### src/prs_pkg.sv
/*
 * Shared constants and types for the pressure sensor target logic: timing
 * figures, strap addresses, command codes, checksum settings and state codes.
 * Assumes a 200 MHz core clock and a serial bus master on the far side.
 */
package prs_pkg;

    // ****************************************************************
    // Timing
    // ****************************************************************
    localparam int MCLK_KHZ = 200_000;
    localparam int POWER_UP_READY_TIME_MS = 25;
    localparam int SOFT_RESET_READY_TIME_MS = 20;
    localparam int TRIG_MEAS_TIME_MS = 45;
    localparam int UPDATE_RATE_HZ = 2000;
    localparam int SERIAL_CLOCK_RATE_TYP_KHZ = 400;
    localparam int SERIAL_CLOCK_RATE_MAX_KHZ = 1000;
    localparam int PU_CYC = POWER_UP_READY_TIME_MS * MCLK_KHZ;
    localparam int SR_CYC = SOFT_RESET_READY_TIME_MS * MCLK_KHZ;
    localparam int TRIG_CYC = TRIG_MEAS_TIME_MS * MCLK_KHZ;
    localparam int UPD_CYC = (MCLK_KHZ * 1000) / UPDATE_RATE_HZ;
    localparam int TEMP_EVERY = 16;
    localparam int TMR_W = 24;
    localparam int TCNT_W = $clog2(TEMP_EVERY);

    // ****************************************************************
    // Addressing and commands
    // ****************************************************************
    localparam logic [1:0] SEL_GND = 2'h0;
    localparam logic [1:0] SEL_R1K2 = 2'h1;
    localparam logic [1:0] SEL_R2K7 = 2'h2;
    localparam logic [6:0] ADDR_GND = 7'h21;
    localparam logic [6:0] ADDR_R1K2 = 7'h22;
    localparam logic [6:0] ADDR_R2K7 = 7'h23;
    localparam logic [15:0] CMD_CONT_MF_AVG = 16'h3603;
    localparam logic [15:0] CMD_CONT_MF = 16'h3608;
    localparam logic [15:0] CMD_CONT_DP_AVG = 16'h3615;
    localparam logic [15:0] CMD_CONT_DP = 16'h361E;
    localparam logic [15:0] CMD_STOP = 16'h3FF9;
    localparam logic [15:0] CMD_TRIG = 16'h3624;
    localparam logic [15:0] CMD_SOFT_RST = 16'h0006;
    localparam logic [7:0] CRC_POLY = 8'h31;
    localparam logic [7:0] CRC_INIT = 8'hFF;
    localparam logic [2:0] RD_LAST = 3'h5;

    typedef enum logic [1:0] {
        M_BOOT = 2'b00,
        M_IDLE = 2'b01,
        M_CONT = 2'b10,
        M_TRIG = 2'b11
    } prs_mode_e;

    typedef enum logic [2:0] {
        S_IDLE = 3'b000,
        S_ADDR = 3'b001,
        S_AACK = 3'b010,
        S_WR = 3'b011,
        S_WACK = 3'b100,
        S_RD = 3'b101,
        S_RACK = 3'b110
    } prs_bus_e;

endpackage

### src/prs_link_if.sv
/*
 * Link between the serial bit engine and the measurement core.
 * Assumes both ends run on the same core clock.
 */
`timescale 1ns/100ps
interface prs_link_if;
    logic [6:0] my_addr;
    logic wr_ok;
    logic rd_ok;
    logic [7:0] tx_byte;
    logic rd_hdr;
    logic wr_hdr;
    logic tx_next;
    logic rx_valid;
    logic [7:0] rx_byte;

    modport eng (input my_addr, wr_ok, rd_ok, tx_byte,
                 output rd_hdr, wr_hdr, tx_next, rx_valid, rx_byte);
    modport core (output my_addr, wr_ok, rd_ok, tx_byte,
                  input rd_hdr, wr_hdr, tx_next, rx_valid, rx_byte);
endinterface

### src/prs_i2c_target.sv
/*
 * Serial target bit engine: start/stop detection, address match, byte
 * shifting and acknowledge. Assumes the bus clock is far slower than mclk
 * and that clock stretching is never used.
 */
`timescale 1ns/100ps
module prs_i2c_target
    import prs_pkg::*;
(
    input wire logic mclk, // core clock
    input wire logic rst, // asynchronous reset, active high
    input wire logic scl, // serial clock pin
    input wire logic sda_i, // serial data pin level
    output logic sda_oe, // pull data low while high
    prs_link_if.eng link // to the measurement core
);

    typedef struct packed {
        logic scl1, scl2, scl3;
        logic sda1, sda2, sda3;
        prs_bus_e st;
        logic [3:0] bits;
        logic [7:0] sh;
        logic rw;
        logic oe;
        logic rd_hdr, wr_hdr, tx_next, rx_valid;
    } prs_eng_s;

    prs_eng_s r;
    prs_eng_s next_r;
    logic scl_rise, scl_fall, start_c, stop_c;

    // ****************************************************************
    // Bit engine
    // ****************************************************************
    assign scl_rise = r.scl2 & ~r.scl3;
    assign scl_fall = ~r.scl2 & r.scl3;
    assign start_c = r.scl2 & r.scl3 & r.sda3 & ~r.sda2;
    assign stop_c = r.scl2 & r.scl3 & ~r.sda3 & r.sda2;

    always_comb begin
        next_r = r;
        next_r.scl1 = scl;
        next_r.scl2 = r.scl1;
        next_r.scl3 = r.scl2;
        next_r.sda1 = sda_i;
        next_r.sda2 = r.sda1;
        next_r.sda3 = r.sda2;
        next_r.rd_hdr = 1'b0;
        next_r.wr_hdr = 1'b0;
        next_r.tx_next = 1'b0;
        next_r.rx_valid = 1'b0;
        if (start_c) begin
            next_r.st = S_ADDR;
            next_r.bits = 4'h0;
            next_r.oe = 1'b0;
        end else if (stop_c) begin
            next_r.st = S_IDLE;
            next_r.oe = 1'b0;
        end else if (scl_rise) begin
            case (r.st)
                S_ADDR, S_WR: begin
                    if (r.bits != 4'h8) begin
                        next_r.sh = {r.sh[6:0], r.sda2};
                        next_r.bits = r.bits + 4'h1;
                    end
                end
                S_RACK: begin
                    // A not-acknowledge from the master ends the read.
                    if (r.sda2) begin
                        next_r.st = S_IDLE;
                    end
                end
                default: begin
                end
            endcase
        end else if (scl_fall) begin
            case (r.st)
                S_ADDR: begin
                    if (r.bits == 4'h8) begin
                        if (r.sh[7:1] == link.my_addr && (r.sh[0] ? link.rd_ok : link.wr_ok)) begin
                            next_r.oe = 1'b1;
                            next_r.rw = r.sh[0];
                            next_r.st = S_AACK;
                            next_r.rd_hdr = r.sh[0];
                            next_r.wr_hdr = ~r.sh[0];
                        end else begin
                            next_r.st = S_IDLE;
                        end
                    end
                end
                S_AACK, S_RACK: begin
                    if (!r.rw) begin
                        next_r.oe = 1'b0;
                        next_r.st = S_WR;
                        next_r.bits = 4'h0;
                    end else begin
                        next_r.sh = link.tx_byte;
                        next_r.oe = ~link.tx_byte[7];
                        next_r.bits = 4'h1;
                        next_r.st = S_RD;
                        next_r.tx_next = 1'b1;
                    end
                end
                S_WR: begin
                    if (r.bits == 4'h8) begin
                        next_r.oe = 1'b1;
                        next_r.rx_valid = 1'b1;
                        next_r.st = S_WACK;
                    end
                end
                S_WACK: begin
                    next_r.oe = 1'b0;
                    next_r.st = S_WR;
                    next_r.bits = 4'h0;
                end
                S_RD: begin
                    if (r.bits == 4'h8) begin
                        next_r.oe = 1'b0;
                        next_r.st = S_RACK;
                    end else begin
                        next_r.sh = {r.sh[6:0], 1'b0};
                        next_r.oe = ~r.sh[6];
                        next_r.bits = r.bits + 4'h1;
                    end
                end
                default: begin
                    next_r.st = S_IDLE;
                end
            endcase
        end
    end

    always_ff @(posedge mclk or posedge rst) begin
        if (rst) begin
            // The synchronisers start at the idle bus level, so no false edge follows reset.
            r <= '0;
            {r.scl1, r.scl2, r.scl3} <= 3'h7;
            {r.sda1, r.sda2, r.sda3} <= 3'h7;
        end else begin
            r <= next_r;
        end
    end

    assign sda_oe = r.oe;
    assign link.rd_hdr = r.rd_hdr;
    assign link.wr_hdr = r.wr_hdr;
    assign link.tx_next = r.tx_next;
    assign link.rx_valid = r.rx_valid;
    assign link.rx_byte = r.sh;
endmodule // prs_i2c_target

### src/prs_sensor_top.sv
/*
 * Measurement core of the pressure sensor target: readiness timers,
 * address strap, command decoding, update cadence, result-ready pin and
 * read data with checksums. Assumes sample inputs come from a front end on
 * mclk and the bus master keeps its clock at or below 1000 kHz.
 */
`timescale 1ns/100ps
module prs_sensor_top
    import prs_pkg::*;
#(
    parameter int POWER_UP_CYC = PU_CYC,
    parameter int SOFT_RESET_CYC = SR_CYC,
    parameter int TRIG_MEAS_CYC = TRIG_CYC,
    parameter int UPDATE_CYC = UPD_CYC
) (
    input wire logic mclk, // core clock, 200 MHz
    input wire logic rst, // asynchronous reset, active high
    input wire logic scl, // serial clock from the master
    input wire logic sda_i, // serial data pin level
    output logic sda_o, // serial data drive level, always low
    output logic sda_oe, // serial data pulled low while high
    input wire logic [1:0] addr_sel, // address strap level
    input wire logic [15:0] pres_sample, // pressure from front end
    input wire logic [15:0] temp_sample, // temperature from front end
    output logic result_ready_n // low while an unread result exists, and from any reset until a measurement command
);

    typedef struct packed {
        logic [1:0] sel1, sel2;
        prs_mode_e mode;
        logic [TMR_W-1:0] tmr;
        logic [6:0] addr;
        logic [7:0] cmd_hi;
        logic [1:0] phase;
        logic [TCNT_W-1:0] tcnt;
        logic [15:0] pres, temp, snap_p, snap_t;
        logic have;
        logic rdy_n;
        logic [2:0] idx;
    } prs_core_s;

    prs_core_s r;
    prs_core_s next_r;
    logic tick, new_temp, new_res, soft_exec;
    logic [15:0] cmd_word;
    prs_link_if link ();

    // ****************************************************************
    // Helpers
    // ****************************************************************
    function automatic logic [6:0] addr_of(input logic [1:0] sel);
        case (sel)
            SEL_R1K2: addr_of = ADDR_R1K2;
            SEL_R2K7: addr_of = ADDR_R2K7;
            default: addr_of = ADDR_GND;
        endcase
    endfunction

    function automatic logic [7:0] crc8(input logic [15:0] d);
        logic [7:0] c;
        c = CRC_INIT;
        for (int i = 15; i >= 0; i--) begin
            c = {c[6:0], 1'b0} ^ ((c[7] ^ d[i]) ? CRC_POLY : 8'h00);
        end
        crc8 = c;
    endfunction

    function automatic logic is_cont(input logic [15:0] c);
        is_cont = (c == CMD_CONT_MF_AVG) || (c == CMD_CONT_MF)
                  || (c == CMD_CONT_DP_AVG) || (c == CMD_CONT_DP);
    endfunction

    prs_i2c_target u_eng (
        .mclk(mclk),
        .rst(rst),
        .scl(scl),
        .sda_i(sda_i),
        .sda_oe(sda_oe),
        .link(link.eng)
    );

    // ****************************************************************
    // Core state
    // ****************************************************************
    assign cmd_word = {r.cmd_hi, link.rx_byte};

    always_comb begin
        next_r = r;
        tick = 1'b0;
        new_temp = 1'b0;
        new_res = 1'b0;
        soft_exec = 1'b0;
        next_r.sel1 = addr_sel;
        next_r.sel2 = r.sel1;
        case (r.mode)
            M_BOOT: begin
                if (r.tmr == '0) begin
                    next_r.mode = M_IDLE;
                    next_r.addr = addr_of(r.sel2);
                end else begin
                    next_r.tmr = r.tmr - 1'b1;
                end
            end
            M_TRIG: begin
                if (r.tmr == '0) begin
                    next_r.mode = M_IDLE;
                    new_res = 1'b1;
                    new_temp = 1'b1;
                end else begin
                    next_r.tmr = r.tmr - 1'b1;
                end
            end
            M_CONT: begin
                if (r.tmr == '0) begin
                    next_r.tmr = TMR_W'(UPDATE_CYC - 1);
                    tick = 1'b1;
                    new_res = 1'b1;
                    new_temp = (r.tcnt == '0);
                    next_r.tcnt = r.tcnt + 1'b1;
                end else begin
                    next_r.tmr = r.tmr - 1'b1;
                end
            end
            default: begin
            end
        endcase
        if (new_res) begin
            next_r.pres = pres_sample;
            next_r.have = 1'b1;
        end
        if (new_temp) begin
            next_r.temp = temp_sample;
        end
        // A fresh result in the same cycle as a read header keeps the pin low.
        if (link.rd_hdr) begin
            next_r.rdy_n = 1'b1;
            next_r.snap_p = r.pres;
            next_r.snap_t = r.temp;
            next_r.idx = 3'h0;
        end
        if (new_res) begin
            next_r.rdy_n = 1'b0;
        end
        if (link.tx_next) begin
            next_r.idx = (r.idx == RD_LAST) ? 3'h0 : r.idx + 3'h1;
        end
        if (link.wr_hdr) begin
            next_r.phase = 2'h0;
        end
        if (link.rx_valid) begin
            if (r.phase == 2'h0) begin
                next_r.cmd_hi = link.rx_byte;
                next_r.phase = 2'h1;
            end else if (r.phase == 2'h1) begin
                next_r.phase = 2'h2;
                if (cmd_word == CMD_SOFT_RST) begin
                    soft_exec = 1'b1;
                    next_r.mode = M_BOOT;
                    next_r.tmr = TMR_W'(SOFT_RESET_CYC - 1);
                    next_r.have = 1'b0;
                    next_r.rdy_n = 1'b0;
                end else if (r.mode == M_IDLE && is_cont(cmd_word)) begin
                    next_r.mode = M_CONT;
                    next_r.tmr = TMR_W'(UPDATE_CYC - 1);
                    next_r.tcnt = '0;
                    next_r.have = 1'b0;
                    next_r.rdy_n = 1'b1;
                end else if (r.mode == M_IDLE && cmd_word == CMD_TRIG) begin
                    next_r.mode = M_TRIG;
                    next_r.tmr = TMR_W'(TRIG_MEAS_CYC - 1);
                    next_r.have = 1'b0;
                    next_r.rdy_n = 1'b1;
                end else if (r.mode == M_CONT && cmd_word == CMD_STOP) begin
                    next_r.mode = M_IDLE;
                end
            end
        end
    end

    always_ff @(posedge mclk or posedge rst) begin
        if (rst) begin
            r <= '0;
            r.mode <= M_BOOT;
            r.tmr <= TMR_W'(POWER_UP_CYC - 1);
            r.addr <= ADDR_GND;
            r.rdy_n <= 1'b0;
            r.idx <= 3'h0;
        end else begin
            r <= next_r;
        end
    end

    // ****************************************************************
    // Link and pins
    // ****************************************************************
    assign link.my_addr = r.addr;
    assign link.wr_ok = (r.mode != M_BOOT);
    assign link.rd_ok = r.have && r.mode != M_BOOT && r.mode != M_TRIG;

    always_comb begin
        case (r.idx)
            3'h0: link.tx_byte = r.snap_p[15:8];
            3'h1: link.tx_byte = r.snap_p[7:0];
            3'h2: link.tx_byte = crc8(r.snap_p);
            3'h3: link.tx_byte = r.snap_t[15:8];
            3'h4: link.tx_byte = r.snap_t[7:0];
            default: link.tx_byte = crc8(r.snap_t);
        endcase
    end

    assign result_ready_n = r.rdy_n;
    assign sda_o = 1'b0;

    // ****************************************************************
    // Assertions
    // ****************************************************************
    logic [TMR_W-1:0] boot_age, gap;
    logic soft_boot;
    logic [4:0] p_since_t;

    always_ff @(posedge mclk or posedge rst) begin
        if (rst) begin
            boot_age <= '0;
            gap <= '0;
            soft_boot <= 1'b0;
            p_since_t <= 5'h00;
        end else begin
            boot_age <= (soft_exec || next_r.mode != M_BOOT) ? '0 : boot_age + 1'b1;
            soft_boot <= soft_exec ? 1'b1 : (r.mode == M_BOOT && soft_boot);
            gap <= (tick || r.mode != M_CONT) ? '0 : gap + 1'b1;
            p_since_t <= new_temp ? 5'h00 : (tick ? p_since_t + 5'h01 : p_since_t);
        end
    end
endmodule // prs_sensor_top

### config.mk
export PLATFORM = sky130hd
export DESIGN_NAME = prs_sensor_top
export DESIGN_NICKNAME = d
export VERILOG_FILES = /design/src/prs_pkg.sv /design/src/prs_link_if.sv /design/src/prs_i2c_target.sv /design/src/prs_sensor_top.sv
export SDC_FILE = /design/constraint.sdc
export NUM_CORES = 1
export LEC_CHECK = 0
export BUFFER_PORTS_ARGS = -buffer_cell sky130_fd_sc_hd__buf_2
export CORE_ASPECT_RATIO = 0.7
export CORE_UTILIZATION = 45
export CTS_BUF_LIST = sky130_fd_sc_hd__clkbuf_8
export DETAILED_ROUTE_END_ITERATION = 10
export PLACE_DENSITY = 0.7
export RECOVER_POWER = 50
export SYNTH_ARGS = -nofsm -noshare
export SYNTH_HDL_FRONTEND = slang
export SYNTH_SLANG_ARGS = --single-unit
### constraint.sdc
create_clock -name mclk -period 11.3 [get_ports mclk]
set_clock_uncertainty 0.2 [all_clocks]
set_input_delay 1.13 -clock mclk [delete_from_list [all_inputs] [get_ports mclk]]
set_output_delay 1.13 -clock mclk [all_outputs]
set_load 0.02 [all_outputs]
==> reports/metrics.yaml, run 1 <==
worst_setup_path:
  r2r_start: "r[115]$_DFF_PP0_"
  r2r-end: "r[103]$_DFF_PP0_"
  critPathTopFamily: "buffers and inverters"
  cp-start-kind: "primary input"
  slowest_stage: "clkinvlp_2"
  endpoint: "u_eng.r[16]$_DFFE_PP0P_"
  cp.arrival_ns: 3.81
  cp-startpoint: "rst"
  crit_type: "primary input to asynchronous set/reset pin"
  path_max_fanout: 81
  r2r_cells: 9
  cp-end-kind: "asynchronous set/reset pin"
  crit_chain: "buf_2 > clkinvlp_2 > buf_4"
  cp.required_ns: 11.53
  r2r_slack_ns: 7.98
  crit_path_max_incr_delay_ns: 1.51
  crit_buf_inv: 3
  cp.depth: 3
clocking:
  clockBufferDepth: 2
  holdBufCountCts: 0
  cts_resized: 0
  clock_latency_ns: 0.45
  cts-root-buf: "clkbuf_8"
  numClockSinks: 142
  path_clk_slew_ns: 0.07
  post_cts_buffers: 0
  numCtsBuffers: 17
  tritoncts: "yes"
  htree_levels: 4
power_and_ir_drop:
  ir_drop_v: 0.00007520
  power.leakage_nw: 3.925
  power_density_nw_per_um2: 109.5
cells_and_area:
  nets: 876
  fin_area_um2: 8736
  antenna_cells: 0
  area_delta_synth_final_pct: 9.419
  nFillCells: 1572
  drive_above_1_share_pct: 20.12
grt:
  antenna_found_initial: 0
  grt.total_usage_pct: 21.28
  overflow: 0
  grt_pass1_vias: 5663
  grt_max_degree: 82
  grt_pass1_wl_mm: 30.36
die:
  die_area_um2: 18290
  initial_core_util_pct: 46.24
  rows: 40
  dieWidth_um: 161.2
  io_pins: 41
  core_um2: 17270
  die_y_um: 113.4
placement:
  dp_hpwl_mm: 13.06
  port_buffers: 39
  gp_congestion: 0.9296
  place_area_um2: 8362
detailed_routing:
  first_pass_iters: 5
  vias_per_cell: 5.700
  antenna_left: 0
  wire_per_inst_um: 17.03
  vias: 6076
  drt-initial-drc-count: 590
  drc: 0
  wirelength_mm: 18.15
run_status:
  violations: "max-capacitance violations, max-slew violations"
  status: "complete, but fails checks"
yosys:
  syn_nets: 848
  synth_area_um2: 7984
  ys_seq_area_share_pct: 44.82
  synth_edf_count: 0
  synthFlopType: "dfrtp_1"
  synthArstFlopShare_pct: 100.0
  netlist_instances: 794
  yosysWarnings: 0
  ys_seq_elements: 142
  avgSynthCellArea_um2: 10.06
  yosysUniqueCellTypes: 74
hold_path:
  min_path_type: "flip-flop to flip-flop"
sta:
  finalHoldViolCount: 0
  fin_crit_ns: 3.579
  finalMaxSlewViolations: 97
  whs_ns: 0.1520
  rsz0062_at_grt: "no"
  max_slew.worst_pin.slew_ns: 2.673
  slew_headroom_pct: -79.16
  tns_ns: 0
  fin_crit_sh_pct: 31.68
  finalSetupViolations: 0
  fmax_mhz: 279.4
flow_run:
  max_cap_violations: 2
## area by class of cell
class / count / area [um2] / area share (%)
Clock inverter: 14 / 136.4 / 1.561
Clock buffer: 18 / 247.7 / 2.836
Timing Repair Buffer: 45 / 234.0 / 2.678
Inverter: 24 / 91.34 / 1.046
Tap cell: 231 / 289.0 / 3.309
Sequential cell: 142 / 3578 / 40.96
Multi-Input combinational cell: 592 / 4159 / 47.61
## synthesized netlist by cell type (10+ instances only)
cell type	count	area share, %
xor2_1	15	1.6
nor3_1	25	1.6
clkbuf_1	23	1.1
nor2b_1	10	0.78
inv_1	23	1.1
dfrtp_1	122	38
nand4_1	10	0.78
a21oi_1	29	1.8
xnor2_1	46	5.0
nand2_1	97	4.6
dfstp_2	20	6.6
nand3b_1	10	0.94
nor2_1	61	2.9
ha_1	16	2.5
nor4_1	11	0.86
mux2_2	58	8.2
nand3_1	21	1.3
o21ai_0	42	2.6
## worst min path at each step
stage,end,cells after the start,slack (ns),start
global placement,r[116]$_DFF_PP0_,0,0.13,next_r[116]$_DFF_PP0_
finish,r[117]$_DFF_PP0_,0,0.15,next_r[117]$_DFF_PP0_
CTS,u_eng.next_r[21]$_DFF_PP1_,0,0.15,u_eng.next_r[22]$_DFF_PP1_
detailed placement,r[117]$_DFF_PP0_,0,0.14,next_r[117]$_DFF_PP0_
global route,r[117]$_DFF_PP0_,0,0.16,next_r[117]$_DFF_PP0_
floorplan,r[116]$_DFF_PP0_,0,0.13,next_r[116]$_DFF_PP0_
## where the power goes
group / internal, mW / switching [mW] / total (mW)
Combinational: 0.0138 / 0.0236 / 0.0374
Clock: 0.183 / 0.212 / 0.396
Sequential: 0.514 / 0.0103 / 0.524
## kinds of logic after synthesis
| family | Yosys count | synth area share [%] |
|---|---|---|
| compound gates | 146 | 11.85 |
| xor+xnor | 74 | 10.41 |
| other cells | 1 | 0.04697 |
| mux | 68 | 9.450 |
| simple gates | 287 | 17.83 |
| buf+inv | 60 | 3.087 |
| fa+ha+maj | 16 | 2.507 |
| flops | 142 | 44.82 |
## sequential cells by signal, indices dropped and copies added (netlist names)
signal	count
cmd_word	8
link.my_addr	2
next_r	2
r	102
result_ready_n	1
u_eng.link.rd_hdr	1
u_eng.link.rx_byte	8
u_eng.link.rx_valid	1
u_eng.link.tx_next	1
u_eng.link.wr_hdr	1
u_eng.next_r	4
u_eng.r	10
u_eng.sda_oe	1
## metal layers
| metal | GRT usage (%) | routed length (um) | vias to the layer above |
|---|---|---|---|
| li1 | - | - | 2874 |
| met3 | 4.145 | 1315 | 11 |
| met1 | 35.24 | 9657 | 2974 |
| met2 | 27.30 | 7041 | 217 |
| met4 | 5.786 | 139 | 0 |
| met5 | 0 | 0 | - |
## worst register-to-register path, stage by stage (launching register included)
cell	delay, ns
dfrtp_1	0.41
inv_1	0.10
ha_1	0.67
or4b_1	0.50
nor4_1	0.37
nand3b_1	0.21
nor2_1	0.26
nor3_1	0.25
nand2_1	0.19
nor2_1	0.06
## cell usage in the layout (no fill, tap or decap), types with 6 or more instances in the layout
cell type / n
nand3b_1: 10
xnor2_1: 46
nor2_1: 61
a31oi_1: 9
nor2b_1: 10
nand4_1: 10
nor4_1: 11
nor3_1: 25
xnor3_1: 7
a221oi_1: 9
mux2_2: 58
clkinv_4: 6
o211ai_1: 8
clkbuf_8: 18
nand2b_1: 8
a21oi_1: 29
nand3_1: 21
o21ai_0: 42
buf_2: 37
nand2_1: 97
xor2_1: 15
ha_1: 16
inv_1: 22
mux2i_1: 9
dfstp_2: 17
dfrtp_1: 122
## stage by stage
step / worst slack (ns) / std cells / power [mW] / util [%]
2_1_floorplan: 6.194 / 794 / 0.5570 / -
5_1_grt: 7.108 / 1066 / 0.9969 / 50.59
4_1_cts: 8.023 / 1066 / 0.9683 / 50.65
3_3_place_gp: 8.063 / 1034 / 0.5710 / 48.43
6_report: 7.721 / 1066 / 0.9568 / 50.59
3_5_place_dp: 8.050 / 1034 / 0.5719 / 48.43
No activity file was read; power rests on OpenSTA's default activity.
==> inputs of run 2 (changes only) <==
==> constraint.sdc (replaced) <==
create_clock -name mclk -period 3.7 [get_ports mclk]
set_clock_uncertainty 0.2 [all_clocks]
set_input_delay 0.37 -clock mclk [delete_from_list [all_inputs] [get_ports mclk]]
set_output_delay 0.37 -clock mclk [all_outputs]
set_load 0.02 [all_outputs]
==> reports/metrics.yaml, run 2 (synthesis results as in run 1) <==
cells_and_area:
  drive_above_1_share_pct: 20.29
  biggestRegsByFlops: "r: 102 flops, u_eng.r: 10 flops"
  nets: 923
  final_cell_mix: "dfrtp_1, nand2_1, nor2_1"
  antenna_cells: 0
  final_common_cell: "dfrtp_1"
  largest_reg_flops: 102
  largest-register: "r"
  multi_input_area_um2: 4159
  fin_util_pct: 53.39
  area_delta_synth_final_pct: 15.47
  nFillCells: 1518
  regArea_um2: 3578
die:
  rows: 40
  die_area_um2: 18290
  dieWidth_um: 161.2
  initial_core_util_pct: 46.24
  die_y_um: 113.4
  io_pins: 41
  core_um2: 17270
worst_setup_path:
  r2r-end: "r[100]$_DFF_PP0_"
  cp-startpoint: "r[102]$_DFF_PP0_"
  cp-start-kind: "flip-flop"
  crit_type: "flip-flop to flip-flop"
  r2r_start: "r[102]$_DFF_PP0_"
  r2r_slack_ns: 0.79
  cp.arrival_ns: 3.04
  cp-end-kind: "flip-flop"
  cp.required_ns: 3.83
  endpoint: "r[100]$_DFF_PP0_"
  r2r_cells: 8
  path_max_fanout: 14
detailed_routing:
  first_pass_iters: 5
  drc: 0
  antenna_left: 0
  vias_per_cell: 5.576
  drt-initial-drc-count: 635
  wirelength_mm: 18.66
  wire_per_inst_um: 16.77
  vias: 6206
sta:
  fmax_mhz: 343.7
  slew_headroom_pct: -35.40
  finalSetupViolations: 0
  finalMaxSlewViolations: 79
  rsz0062_at_grt: "no"
  finalHoldViolCount: 0
  whs_ns: 0.1586
  max_slew.worst_pin.slew_ns: 2.020
  tns_ns: 0
  fin_crit_sh_pct: 78.65
  fin_crit_ns: 2.910
  layout_setup_ws_ns: 0.7901
grt:
  grt_max_degree: 45
  grt_pass1_wl_mm: 31.15
  grt.total_usage_pct: 21.85
  antenna_found_initial: 0
  grt_pass1_vias: 5882
  overflow: 0
placement:
  dp_hpwl_mm: 13.23
  port_buffers: 39
  gp_congestion: 0.9168
  dp_slack_ns: 0.8991
clocking:
  numCtsBuffers: 17
  cts-root-buf: "clkbuf_8"
  clockBufferDepth: 2
  numClockSinks: 142
  htree_levels: 4
  cts_resized: 0
  path_clk_slew_ns: 0.08
  clock_latency_ns: 0.47
  tritoncts: "yes"
power_and_ir_drop:
  power_density_nw_per_um2: 331.3
  finalPower_mw: 3.054
  power.leakage_nw: 4.144
  ir_drop_v: 0.0002056
flow_run:
  max_cap_violations: 2
run_status:
  status: "complete, but fails checks"
  violations: "max-capacitance violations, max-slew violations"
hold_path:
  whs_path_depth: 0
  min_path_type: "flip-flop to flip-flop"
run 2: cell count changes in the layout (fill, tap and decap cells not counted), sizes merged:
cell and change:
clkbuf +2, clkinv -5, buf +9, bufinv +1
dlygate4sd3 +37, inv +3
run 2: layer usage:
metal	GRT usage [%]	share of wire, %	vias to the layer above
li1	-	-	2977
met3	5.927	7.2	24
met5	0	0	-
met4	6.289	1.4	0
met2	28.65	39	228
met1	34.44	53	2977
run 2: critical path: stages (launching register included):
cell     delay [ns]
dfrtp_1        0.44
nor4_2         0.52
nand4_1        0.33
nor2_4         0.28
inv_2          0.18
o21ai_1        0.40
o21ai_0        0.17
a21oi_1        0.18
a21oi_1        0.08
run 2: cell type report:
| cell class | count | share of cell area (%) |
|---|---|---|
| clock buffers | 19 | 2.837 |
| flip-flops and latches | 142 | 38.82 |
| multi-input cells | 592 | 45.11 |
| inverters | 24 | 0.9908 |
| repair buffers | 92 | 7.478 |
| well taps | 231 | 3.135 |
| clock inverters | 13 | 1.629 |
run 2: through the flow:
| stage | cell area (um2) | instances |
|---|---|---|
| after floorplan | 7988 | 794 |
| after global placement | 8461 | 1044 |
| after detailed placement | 8461 | 1044 |
| after CTS | 9243 | 1113 |
| after global routing | 9219 | 1113 |
| final | 9219 | 1113 |
run 2: worst min path at each step:
stage | startpoint | endpoint
after global placement | next_r[116]$_DFF_PP0_ | r[116]$_DFF_PP0_
after floorplan | next_r[116]$_DFF_PP0_ | r[116]$_DFF_PP0_
after CTS | u_eng.next_r[22]$_DFF_PP1_ | u_eng.next_r[21]$_DFF_PP1_
after detailed placement | next_r[117]$_DFF_PP0_ | r[117]$_DFF_PP0_
after global routing | u_eng.next_r[22]$_DFF_PP1_ | u_eng.next_r[21]$_DFF_PP1_
final | next_r[117]$_DFF_PP0_ | r[117]$_DFF_PP0_
run 2: report_power, final:
group	internal, mW	switching, mW
clock network	0.648	0.657
logic	0.0718	0.0778
registers	1.57	0.0309
run 2: what timing repair did:
item,CTS,global route
hold endpoints to repair,64,0
hold buffers,37,0
setup buffers,0,0
==> inputs of run 3 (changes only) <==
--- a/config.mk
+++ b/config.mk
@@ -10,7 +10,7 @@
 export CORE_UTILIZATION = 45
 export CTS_BUF_LIST = sky130_fd_sc_hd__clkbuf_8
 export DETAILED_ROUTE_END_ITERATION = 10
-export PLACE_DENSITY = 0.7
+export PLACE_DENSITY = 0.72
 export RECOVER_POWER = 50
 export SYNTH_ARGS = -nofsm -noshare
 export SYNTH_HDL_FRONTEND = slang
==> constraint.sdc (replaced) <==
create_clock -name mclk -period 2.45 [get_ports mclk]
set_clock_uncertainty 0.2 [all_clocks]
set_input_delay 0.245 -clock mclk [delete_from_list [all_inputs] [get_ports mclk]]
set_output_delay 0.245 -clock mclk [all_outputs]
set_load 0.02 [all_outputs]
==> reports/metrics.yaml, run 3 (synthesis results as in run 1) <==
detailed_routing:
  vias_per_cell: 5.516
  vias: 6663
  wirelength_mm: 20.97
  drc: 0
  first_pass_iters: 5
  drt-initial-drc-count: 573
  wire_per_inst_um: 17.36
  antenna_left: 0
sta:
  layout_setup_ws_ns: -0.03443
  fin_crit_sh_pct: 101.4
  rsz0062_at_grt: "yes"
  finalSetupViolations: 1
  finalMaxSlewViolations: 0
  slew_headroom_pct: 8.802
  whs_ns: 0.1505
  tns_ns: -0.03443
  max_slew.worst_pin.slew_ns: 1.368
  fin_crit_ns: 2.484
  fmax_mhz: 402.5
  finalHoldViolCount: 0
clocking:
  numCtsBuffers: 17
  clockBufferDepth: 2
  numClockSinks: 142
  path_clk_slew_ns: 0.09
  clock_latency_ns: 0.46
  cts-root-buf: "clkbuf_8"
  tritoncts: "yes"
  htree_levels: 4
placement:
  dp_slack_ns: -0.07069
  dp_cells: 1122
  gp_congestion: 0.9264
  dp_hpwl_mm: 14.16
  port_buffers: 39
worst_setup_path:
  path_max_fanout: 3
  critPathTopFamily: "XOR/XNOR gates"
  cp-end-kind: "flip-flop"
  cp.depth: 7
  cp.required_ns: 2.58
  crit_type: "flip-flop to flip-flop"
  crit_chain: "xnor3_2 > xnor2_2 > xnor3_2 > xnor2_2 > o22ai_1 > a211oi_1 > o221ai_1"
  slowest_stage: "dfrtp_2"
  cp.arrival_ns: 2.62
  cp-start-kind: "flip-flop"
  crit_buf_inv: 0
  r2r_cells: 7
  crit_path_max_incr_delay_ns: 0.43
flow_run:
  max_cap_violations: 0
grt:
  antenna_found_initial: 0
  grt_pass1_vias: 6464
  overflow: 0
  grt_pass1_wl_mm: 33.88
  grt_max_degree: 100
  grt.total_usage_pct: 23.67
hold_path:
  whs_path_depth: 0
  min_path_type: "flip-flop to flip-flop"
power_and_ir_drop:
  power.leakage_nw: 4.719
  power_density_nw_per_um2: 438.9
  ir_drop_v: 0.0002963
  finalPower_mw: 4.488
cells_and_area:
  area_delta_synth_final_pct: 28.07
  antenna_cells: 0
  final_cells: 1208
  largest-register: "r"
  final_common_cell: "dfrtp_1"
  final_cell_mix: "dfrtp_1, buf_4, nand2_1"
  nFillCells: 1402
  biggestRegsByFlops: "r: 102 flops, u_eng.r: 10 flops"
  drive_above_1_share_pct: 33.57
  nets: 1018
  largest_reg_flops: 102
die:
  rows: 40
  die_y_um: 113.4
  dieWidth_um: 161.2
  die_area_um2: 18290
  core_um2: 17270
  io_pins: 41
  initial_core_util_pct: 46.24
run_status:
  violations: "negative setup slack"
  status: "complete, but fails checks"
run 3: final cells by class:
class,count,area (um2),area share [%]
clock inverter,15,136.4,1.334
inverter,24,96.34,0.9422
sequential,142,3582,35.03
multi-input combinational,592,4458,43.60
tap,231,289.0,2.827
timing repair buffer,187,1429,13.97
clock buffer,17,234.0,2.288
run 3: metrics by stage:
step | utilization, % | cell area [um2]
final | 59.22 | 10220
after global placement | 52.53 | 9070
after detailed placement | 52.53 | 9070
after global routing | 59.22 | 10220
after CTS | 57.14 | 9866
after floorplan | - | 8000
run 3: final timing paths:
| path | start | end | slack, ns |
|---|---|---|---|
| max in group asynchronous | rst | r[36]$_DFFE_PP0P_ | 0.42 |
| min in group asynchronous | rst | r[48]$_DFFE_PP0P_ | 0.51 |
| max | r[30]$_DFFE_PP0P_ | u_eng.link.rx_byte[6]$_DFFE_PP0P_ | -0.03 |
| max reg2reg | r[30]$_DFFE_PP0P_ | u_eng.link.rx_byte[6]$_DFFE_PP0P_ | -0.03 |
| min | next_r[117]$_DFF_PP0_ | r[117]$_DFF_PP0_ | 0.15 |
| min reg2reg | next_r[117]$_DFF_PP0_ | r[117]$_DFF_PP0_ | 0.15 |
run 3: worst reg2reg max path, stage by stage (launching register included):
cell	delay, ns
dfrtp_2	0.43
xnor3_2	0.42
xnor2_2	0.22
xnor3_2	0.42
xnor2_2	0.21
o22ai_1	0.11
a211oi_1	0.21
o221ai_1	0.14
run 3: routing by layer:
layer | GRT usage (%) | vias to the layer above | part of all wire (%)
met1 | 36.01 | 3219 | 49
li1 | - | 3152 | -
met2 | 33.28 | 255 | 42
met3 | 5.709 | 37 | 7.1
met4 | 6.541 | 0 | 1.5
met5 | 0 | - | 0
run 3: what timing repair did:
action | CTS | global route
gates resized for setup | 9 | 63
hold buffers | 37 | 0
buffers inserted | 1 | 15
endpoints found under the setup margin | 12 | 68
endpoints found under the hold margin | 158 | 0
pin swaps | 1 | 25
cloned | 0 | 1
run 3: where the power goes:
| group | leakage [nW] | switching (mW) | internal, mW |
|---|---|---|---|
| sequential | 1.81 | 0.0292 | 2.37 |
| clock | 0.191 | 1.01 | 0.815 |
| combinational | 2.72 | 0.144 | 0.123 |
| total | 4.72 | 1.18 | 3.31 |
